===== config.mk =====
export PLATFORM = sky130hd
export DESIGN_NAME = ccr_bank
export DESIGN_NICKNAME = d
export VERILOG_FILES = /design/src/ccr_decode.v /design/src/ccr_bank.v
export VERILOG_INCLUDE_DIRS = /design/src
export SDC_FILE = /design/constraint.sdc
export NUM_CORES = 1
export LEC_CHECK = 0
export BUFFER_PORTS_ARGS = -buffer_cell sky130_fd_sc_hd__buf_2
export CORE_UTILIZATION = 25
export DETAILED_ROUTE_END_ITERATION = 6
export MAX_ROUTING_LAYER = met4
export PLACE_DENSITY = 0.52
export SYNTH_ARGS = -nofsm -noshare
export SYNTH_HDL_FRONTEND = slang
export SYNTH_SLANG_ARGS = --single-unit

===== constraint.sdc =====
create_clock -name clk -period 5.5 [get_ports clk]
set_input_delay 0.825 -clock clk [delete_from_list [all_inputs] [get_ports clk]]
set_output_delay 0.825 -clock clk [all_outputs]
set_load 0.03 [all_outputs]

===== src/ccr_map.vh =====
// Control register bank numbers, field positions, reset values and timing
`ifndef CCR_MAP_VH
`define CCR_MAP_VH

`define CCR_NUM_W 5
`define CCR_NUM_COUNT 32
`define CCR_DATA_W 32

`define CCR_N_STATE 5'h00
`define CCR_N_EXC_SAVED 5'h01
`define CCR_N_BRK_SAVED 5'h02
`define CCR_N_IRQ_MASK 5'h03
`define CCR_N_IRQ_WAIT 5'h04
`define CCR_N_IDENT 5'h05
`define CCR_N_RSVD6 5'h06
`define CCR_N_EXC_CAUSE 5'h07
`define CCR_N_PAGE_PTR 5'h08
`define CCR_N_XLT_ACCESS 5'h09
`define CCR_N_XLT_MISC 5'h0A
`define CCR_N_ERR_INJ 5'h0B
`define CCR_N_FAULT_ADDR 5'h0C
`define CCR_N_CORE_CFG 5'h0D
`define CCR_N_PROT_BASE 5'h0E
`define CCR_N_PROT_ACCESS 5'h0F
`define CCR_N_RSVD_FIRST 5'h10

`define CCR_STATE_PIE 0
`define CCR_STATE_USER 1

`define CCR_RST_STATE 32'h00000000
`define CCR_RST_ZERO 32'h00000000

`define CCR_ACK_LATENCY 1

`endif


===== src/ccr_decode.v =====
// Control register number decoder honouring the build options
`default_nettype none
`include "ccr_map.vh"

module ccr_decode #(
  parameter HAS_EXT_IRQ = 0,
  parameter HAS_MMU = 0,
  parameter HAS_ECC = 0,
  parameter HAS_MPU = 0
) (
  input wire [`CCR_NUM_W-1:0] num,
  output wire exists,
  output wire [`CCR_NUM_COUNT-1:0] exists_vec
);

  ////////////////////////////////////////////////////////////////////////////
  function built;
    input integer k;
    begin
      if (k >= `CCR_N_RSVD_FIRST)
        built = 1'b0;
      else if (k == `CCR_N_RSVD6)
        built = 1'b0;
      else if (k == `CCR_N_IRQ_MASK || k == `CCR_N_IRQ_WAIT)
        built = (HAS_EXT_IRQ == 0);
      else if (k >= `CCR_N_PAGE_PTR && k <= `CCR_N_XLT_MISC)
        built = (HAS_MMU != 0);
      else if (k == `CCR_N_ERR_INJ)
        built = (HAS_ECC != 0);
      else if (k == `CCR_N_CORE_CFG)
        built = (HAS_MPU != 0) || (HAS_ECC != 0);
      else if (k == `CCR_N_PROT_BASE || k == `CCR_N_PROT_ACCESS)
        built = (HAS_MPU != 0);
      else
        built = 1'b1;
    end
  endfunction

  genvar g;
  generate
    for (g = 0; g < `CCR_NUM_COUNT; g = g + 1)
    begin : g_num
      assign exists_vec[g] = built(g);
    end
  endgenerate

  assign exists = exists_vec[num];

endmodule
`default_nettype wire


===== src/ccr_bank.v =====
// Control register bank reached by the control read/write instruction port
`default_nettype none
`include "ccr_map.vh"

module ccr_bank #(
  parameter HAS_EXT_IRQ = 0,
  parameter HAS_MMU = 0,
  parameter HAS_ECC = 0,
  parameter HAS_MPU = 0,
  // Arbitrary value, set per core at build time
  parameter [31:0] PROC_ID = 32'h0000A5C3
) (
  input wire clk,
  input wire rst_n,
  input wire ctl_rd_req,
  input wire ctl_wr_req,
  input wire [`CCR_NUM_W-1:0] ctl_num,
  input wire [31:0] ctl_wdata,
  input wire exc_entry,
  input wire brk_entry,
  input wire exc_return,
  input wire brk_return,
  input wire [31:0] exc_cause_in,
  input wire [31:0] exc_addr_in,
  input wire [31:0] irq_lines,
  output reg [31:0] ctl_rdata_q,
  output reg ctl_ack_q,
  output reg ctl_priv_fault_q,
  output reg [31:0] state_q,
  output reg [31:0] irq_mask_q,
  output reg [31:0] irq_wait_q,
  output reg [31:0] core_cfg_q
);

  ////////////////////////////////////////////////////////////////////////////
  // Request qualification

  wire num_exists;
  wire [`CCR_NUM_COUNT-1:0] exists_vec;
  wire supervisor;
  wire rd_ok;
  wire wr_ok;
  wire [`CCR_NUM_COUNT-1:0] wr_hot;

  ccr_decode #(
    .HAS_EXT_IRQ(HAS_EXT_IRQ),
    .HAS_MMU(HAS_MMU),
    .HAS_ECC(HAS_ECC),
    .HAS_MPU(HAS_MPU)
  ) u_decode (
    .num(ctl_num),
    .exists(num_exists),
    .exists_vec(exists_vec)
  );

  assign supervisor = ~state_q[`CCR_STATE_USER];
  // Instruction port is the only software path in; exception and break events also write state and saved copies, exception entry also cause and fault address
  assign rd_ok = ctl_rd_req & supervisor;
  assign wr_ok = ctl_wr_req & supervisor & ~ctl_rd_req;
  // Unbuilt numbers never get a strobe, so their writes vanish
  assign wr_hot = (wr_ok & num_exists) ? exists_vec & ({{(`CCR_NUM_COUNT-1){1'b0}}, 1'b1} << ctl_num)
                                       : {`CCR_NUM_COUNT{1'b0}};

  ////////////////////////////////////////////////////////////////////////////
  // Processor state and its saved copies

  reg [31:0] exc_saved_q;
  reg [31:0] brk_saved_q;
  reg [31:0] exc_cause_q;
  reg [31:0] fault_addr_q;

  always @(posedge clk)
  begin
    if (!rst_n)
    begin
      state_q <= `CCR_RST_STATE;
      exc_saved_q <= `CCR_RST_ZERO;
      brk_saved_q <= `CCR_RST_ZERO;
    end
    else if (brk_entry)
    begin
      // Hardware events win over an instruction write in the same cycle
      brk_saved_q <= state_q;
      state_q[`CCR_STATE_USER] <= 1'b0;
      state_q[`CCR_STATE_PIE] <= 1'b0;
    end
    else if (exc_entry)
    begin
      exc_saved_q <= state_q;
      state_q[`CCR_STATE_USER] <= 1'b0;
      state_q[`CCR_STATE_PIE] <= 1'b0;
    end
    else if (brk_return)
      state_q <= brk_saved_q;
    else if (exc_return)
      state_q <= exc_saved_q;
    else
    begin
      // Undefined bits are stored as written; software keeps them zero
      if (wr_hot[`CCR_N_STATE])
        state_q <= ctl_wdata;
      if (wr_hot[`CCR_N_EXC_SAVED])
        exc_saved_q <= ctl_wdata;
      if (wr_hot[`CCR_N_BRK_SAVED])
        brk_saved_q <= ctl_wdata;
    end
  end

  always @(posedge clk)
  begin
    if (!rst_n)
    begin
      exc_cause_q <= `CCR_RST_ZERO;
      fault_addr_q <= `CCR_RST_ZERO;
    end
    else if (exc_entry)
    begin
      exc_cause_q <= exc_cause_in;
      fault_addr_q <= exc_addr_in;
    end
  end

  ////////////////////////////////////////////////////////////////////////////
  // Read view, one slot per number; plain read/write registers for the listed numbers

  wire [31:0] slot_w [0:`CCR_NUM_COUNT-1];

  genvar g;
  generate
    for (g = 0; g < `CCR_NUM_COUNT; g = g + 1)
    begin : g_slot
      if (g == `CCR_N_IRQ_MASK || (g >= `CCR_N_PAGE_PTR && g <= `CCR_N_ERR_INJ) ||
          (g >= `CCR_N_CORE_CFG && g <= `CCR_N_PROT_ACCESS))
      begin : g_rw
        reg [31:0] slot_q;
        always @(posedge clk)
        begin
          if (!rst_n)
            slot_q <= `CCR_RST_ZERO;
          else if (wr_hot[g])
            slot_q <= ctl_wdata;
        end
        assign slot_w[g] = exists_vec[g] ? slot_q : 32'h00000000;
      end
      else if (g == `CCR_N_STATE)
      begin : g_st
        assign slot_w[g] = state_q;
      end
      else if (g == `CCR_N_EXC_SAVED)
      begin : g_es
        assign slot_w[g] = exc_saved_q;
      end
      else if (g == `CCR_N_BRK_SAVED)
      begin : g_bs
        assign slot_w[g] = brk_saved_q;
      end
      else if (g == `CCR_N_IRQ_WAIT)
      begin : g_iw
        assign slot_w[g] = exists_vec[g] ? irq_wait_q : 32'h00000000;
      end
      else if (g == `CCR_N_IDENT)
      begin : g_id
        assign slot_w[g] = PROC_ID;
      end
      else if (g == `CCR_N_EXC_CAUSE)
      begin : g_ec
        assign slot_w[g] = exc_cause_q;
      end
      else if (g == `CCR_N_FAULT_ADDR)
      begin : g_fa
        assign slot_w[g] = fault_addr_q;
      end
      else
      begin : g_rsvd
        assign slot_w[g] = 32'h00000000;
      end
    end
  endgenerate

  ////////////////////////////////////////////////////////////////////////////
  // Interrupt view and exported configuration

  always @(posedge clk)
  begin
    if (!rst_n)
    begin
      irq_mask_q <= `CCR_RST_ZERO;
      irq_wait_q <= `CCR_RST_ZERO;
      core_cfg_q <= `CCR_RST_ZERO;
    end
    else
    begin
      // With the external controller port irq_mask_q and irq_wait_q stay zero
      irq_mask_q <= exists_vec[`CCR_N_IRQ_MASK] ? slot_w[`CCR_N_IRQ_MASK] : 32'h00000000;
      irq_wait_q <= exists_vec[`CCR_N_IRQ_WAIT] ? (irq_lines & slot_w[`CCR_N_IRQ_MASK]) : 32'h00000000;
      core_cfg_q <= slot_w[`CCR_N_CORE_CFG];
    end
  end

  ////////////////////////////////////////////////////////////////////////////
  // Answer to the instruction port, one cycle after the request

  always @(posedge clk)
  begin
    if (!rst_n)
    begin
      ctl_rdata_q <= `CCR_RST_ZERO;
      ctl_ack_q <= 1'b0;
      ctl_priv_fault_q <= 1'b0;
    end
    else
    begin
      ctl_ack_q <= rd_ok | wr_ok;
      ctl_priv_fault_q <= (ctl_rd_req | ctl_wr_req) & ~supervisor;
      if (rd_ok)
        ctl_rdata_q <= num_exists ? slot_w[ctl_num] : 32'h00000000;
      else
        ctl_rdata_q <= 32'h00000000;
    end
  end

endmodule
`default_nettype wire


==> results.py <==
metrics = {
    "run_status": {
        "outcome": "complete, no violations",
    },
    "global_routing": {
        "global_route.overflow_total": 0,
        "grt_pass1_vias": 9900,
        "met2_use_gr_pct": 24.8,
        "antenna_found_initial": 5,
        "global_route_wire_length_before_repair_um": 65700,
        "grt_start_max_net_pins": 113,
        "grt_use_total_pct": 17.6,
        "grt.met3_usage_pct": 4.11,
        "globalRouteMet1Util_pct": 24.3,
        "grt_most_used_layer": "met2",
    },
    "worst_setup_path": {
        "endpoint_kind": "flop",
        "worst-endpoint-required_ps": 5950,
        "start_kind": "input pin",
        "rrSetupSlack_ps": 2780,
        "r2r_start": "state_q[1]",
        "capturing_point_of_the_worst_reg2reg_path": "brk_saved_q[0]",
        "reg2reg_depth": 5,
        "crit_arrival_ps": 3440,
        "worstSetupPathType": "in2reg",
        "peak_fanout_along_the_critical_path": 30,
    },
    "timing": {
        "rsz_0062_raised_after_global_routing": "false",
        "finalWorstPathRequiredPeriod_ps": 2990,
        "setup_viol": 0,
        "slew_violations": 0,
        "final-hold-violation-count": 0,
        "finalCritPeriodShare_pct": 54.3,
        "setup-tns-final_ps": 0,
        "maxSlewHeadroom_pct": 31.2,
        "fmaxAchievable_ghz": 0.335,
        "worst_pin_slew_ps": 1030,
        "skew_ps": 10.6,
    },
    "clock_network": {
        "cts_hold_buffers": 0,
        "cts-root-to-sink-buffers": 3,
        "cts_sinks": 290,
        "ctsHtreeMaxLevel": 2,
        "post_cts_resize_count": 0,
        "post_cts_buffers": 0,
        "ctsRootBufferMaster": "clkbuf_16",
        "clock_edge_transition_at_the_registers_on_the_reported_setup_and_hold_paths_ps": 60,
        "cts_made_buffers": 37,
        "tritoncts_clock_tree": "yes",
        "worst_skew_pair.late_latency_ps": 530,
    },
    "min_path": {
        "hold-path-cell-count": 2,
        "hold_start": "fault_addr_q[30]",
        "worstHoldPathType": "reg2reg",
        "hold-path-endpoint": "ctl_rdata_q[30]",
    },
    "placement": {
        "gp_routability_congestion": 0.812,
        "dpl.cell_count": 2150,
        "detailedPlacementHpwl_um": 31000,
        "io_buffers": 270,
    },
    "die": {
        "design.core.area_sq_um": 49400,
        "rows": 81,
        "ios": 303,
        "die_width_um": 227,
        "die_h_um": 227,
        "initial_core_util_pct": 25.6,
        "die-area_sq_um": 51400,
    },
    "cells_and_area": {
        "layout.cells.most_common": "dfxtp_1",
        "drive_gt1_share_pct": 26.4,
        "final_nets": 1666,
        "fillerInstances": 5162,
        "utilization_pct": 31.7,
        "layout.cells.most_common_list": "dfxtp_1, buf_2, nand2_1",
        "final-instance-count-excl-fill": 2217,
        "syn2layout_area_growth_pct": 23.8,
    },
    "run": {
        "timing.max_cap.violations": 0,
    },
    "power_and_ir_drop": {
        "ir_worst_vdd_mv": 0.165,
        "power.density_nw_per_um2": 325,
        "total_leakage_power_nw": 6.85,
        "total_power_w": 0.00508,
    },
    "synth": {
        "synth.yosys.warnings": 0,
        "synth_top_cells_by_area": "dfxtp_1, mux2i_1, mux4_2",
        "ys_ff_latch": 290,
        "synthDominantCellAreaShare_pct": 46.0,
        "synth_area_per_cell_sq_um": 9.60,
        "synth.lib_cells_used.distinct": 38,
        "netlist_area_sq_um": 12600,
        "synth_top_cell_by_area": "dfxtp_1",
        "number_of_cells_produced_by_synthesis": 1315,
        "synth-seq-area-share_pct": 46.0,
    },
    "routing": {
        "postRouteWirelength_um": 45000,
        "drt-wirelength-per-cell_um": 20.3,
        "drt_pass1_iterations": 5,
        "starting_drc_count_in_detailed_routing": 513,
        "vias": 10400,
        "antenna_violating_nets_post_route": 0,
        "via_per_inst": 4.70,
        "drt_drc_violations_left": 0,
    },
}
## layout make-up
type,count,area [sq um],area share (%)
Clock inverter,8,128,0.816
Timing Repair Buffer,288,1500,9.60
Multi-Input combinational cell,906,6280,40.2
Tap cell,664,831,5.31
Clock buffer,53,1070,6.82
Inverter,2,7.51,0.0480
Sequential cell,290,5810,37.1
Antenna cell,6,15.0,0.0960
## routing by layer
layer  vias up  share of wire, %
met5         -                 0
met1      5023                47
met4         0               2.4
met3        69               7.4
li1       4992                 -
met2       337                43
## cell usage after synthesis
cell type	count
a211o_1	1
a211oi_1	1
a21boi_0	33
a21oi_1	62
a221oi_1	23
a22oi_1	8
a31o_2	1
and2_1	33
and3_1	33
buf_1	20
buf_2	10
buf_4	32
buf_6	1
clkbuf_1	85
conb_1	1
dfxtp_1	290
inv_1	2
mux2i_1	130
mux4_2	32
nand2_1	183
nand2b_1	2
nand3_1	33
nand4_1	1
nor2_1	72
nor2b_1	66
nor3_1	24
nor3b_1	1
o211a_1	32
o211ai_1	31
o21ai_0	11
o2bb2ai_1	30
o32ai_2	1
o41ai_2	1
or2_2	1
or3_1	1
or3b_2	24
or4_1	2
or4b_4	1
## power by group
group          leakage [nW]  switching (W)  total (W)  internal (W)
registers              2.36      0.0000384    0.00219       0.00216
logic                  3.91       0.000285   0.000460      0.000175
clock network         0.583       0.000941    0.00242       0.00148
## sequential cells by signal, indices dropped and copies added (netlist names), 32 cells and up
signal              count
irq_wait_q             32
fault_addr_q           32
brk_saved_q            32
ctl_rdata_q            32
exc_saved_q            32
irq_mask_q             32
exc_cause_q            32
g_slot.g_rw.slot_q     32
state_q                32
## cells by family (layout without fill, tap and decap cells)
| family | after synthesis | count (layout) | share of synthesized area, % |
|---|---|---|---|
| and+or+nand+nor | 477 | 477 | 18.6 |
| DFF | 290 | 290 | 46.0 |
| AOI/OAI and AO/OA | 235 | 235 | 13.8 |
| muxes | 162 | 162 | 16.0 |
| buffers and inverters | 150 | 351 | 5.57 |
| other | 1 | 38 | 0.0297 |
## through the flow
stage	setup slack, ps	area (sq um)	hold slack (ps)
after floorplan	2820	12700	440
after global placement	1970	14400	468
after detailed placement	1960	14400	475
after CTS	2530	15600	487
after global routing	2390	15600	512
final	2510	15600	485
## critical path, stage by stage
cell,delay [ps]
buf_2,320
or4b_4,670
o41ai_2,530
nand3_1,520
buf_4,390
o2bb2ai_1,160
## worst max-delay path by stage
stage,end,slack [ps],from,depth (start not counted)
2_1_floorplan,brk_saved_q[0],2820,ctl_num[2],6
3_3_place_gp,brk_saved_q[0],1970,ctl_num[3],6
3_5_place_dp,state_q[11],1960,ctl_num[3],6
4_1_cts,state_q[11],2530,ctl_num[3],6
5_1_grt,state_q[23],2390,ctl_num[3],6
6_report,state_q[23],2510,ctl_num[3],6
Note: power is estimated with default switching activity, not from simulation.
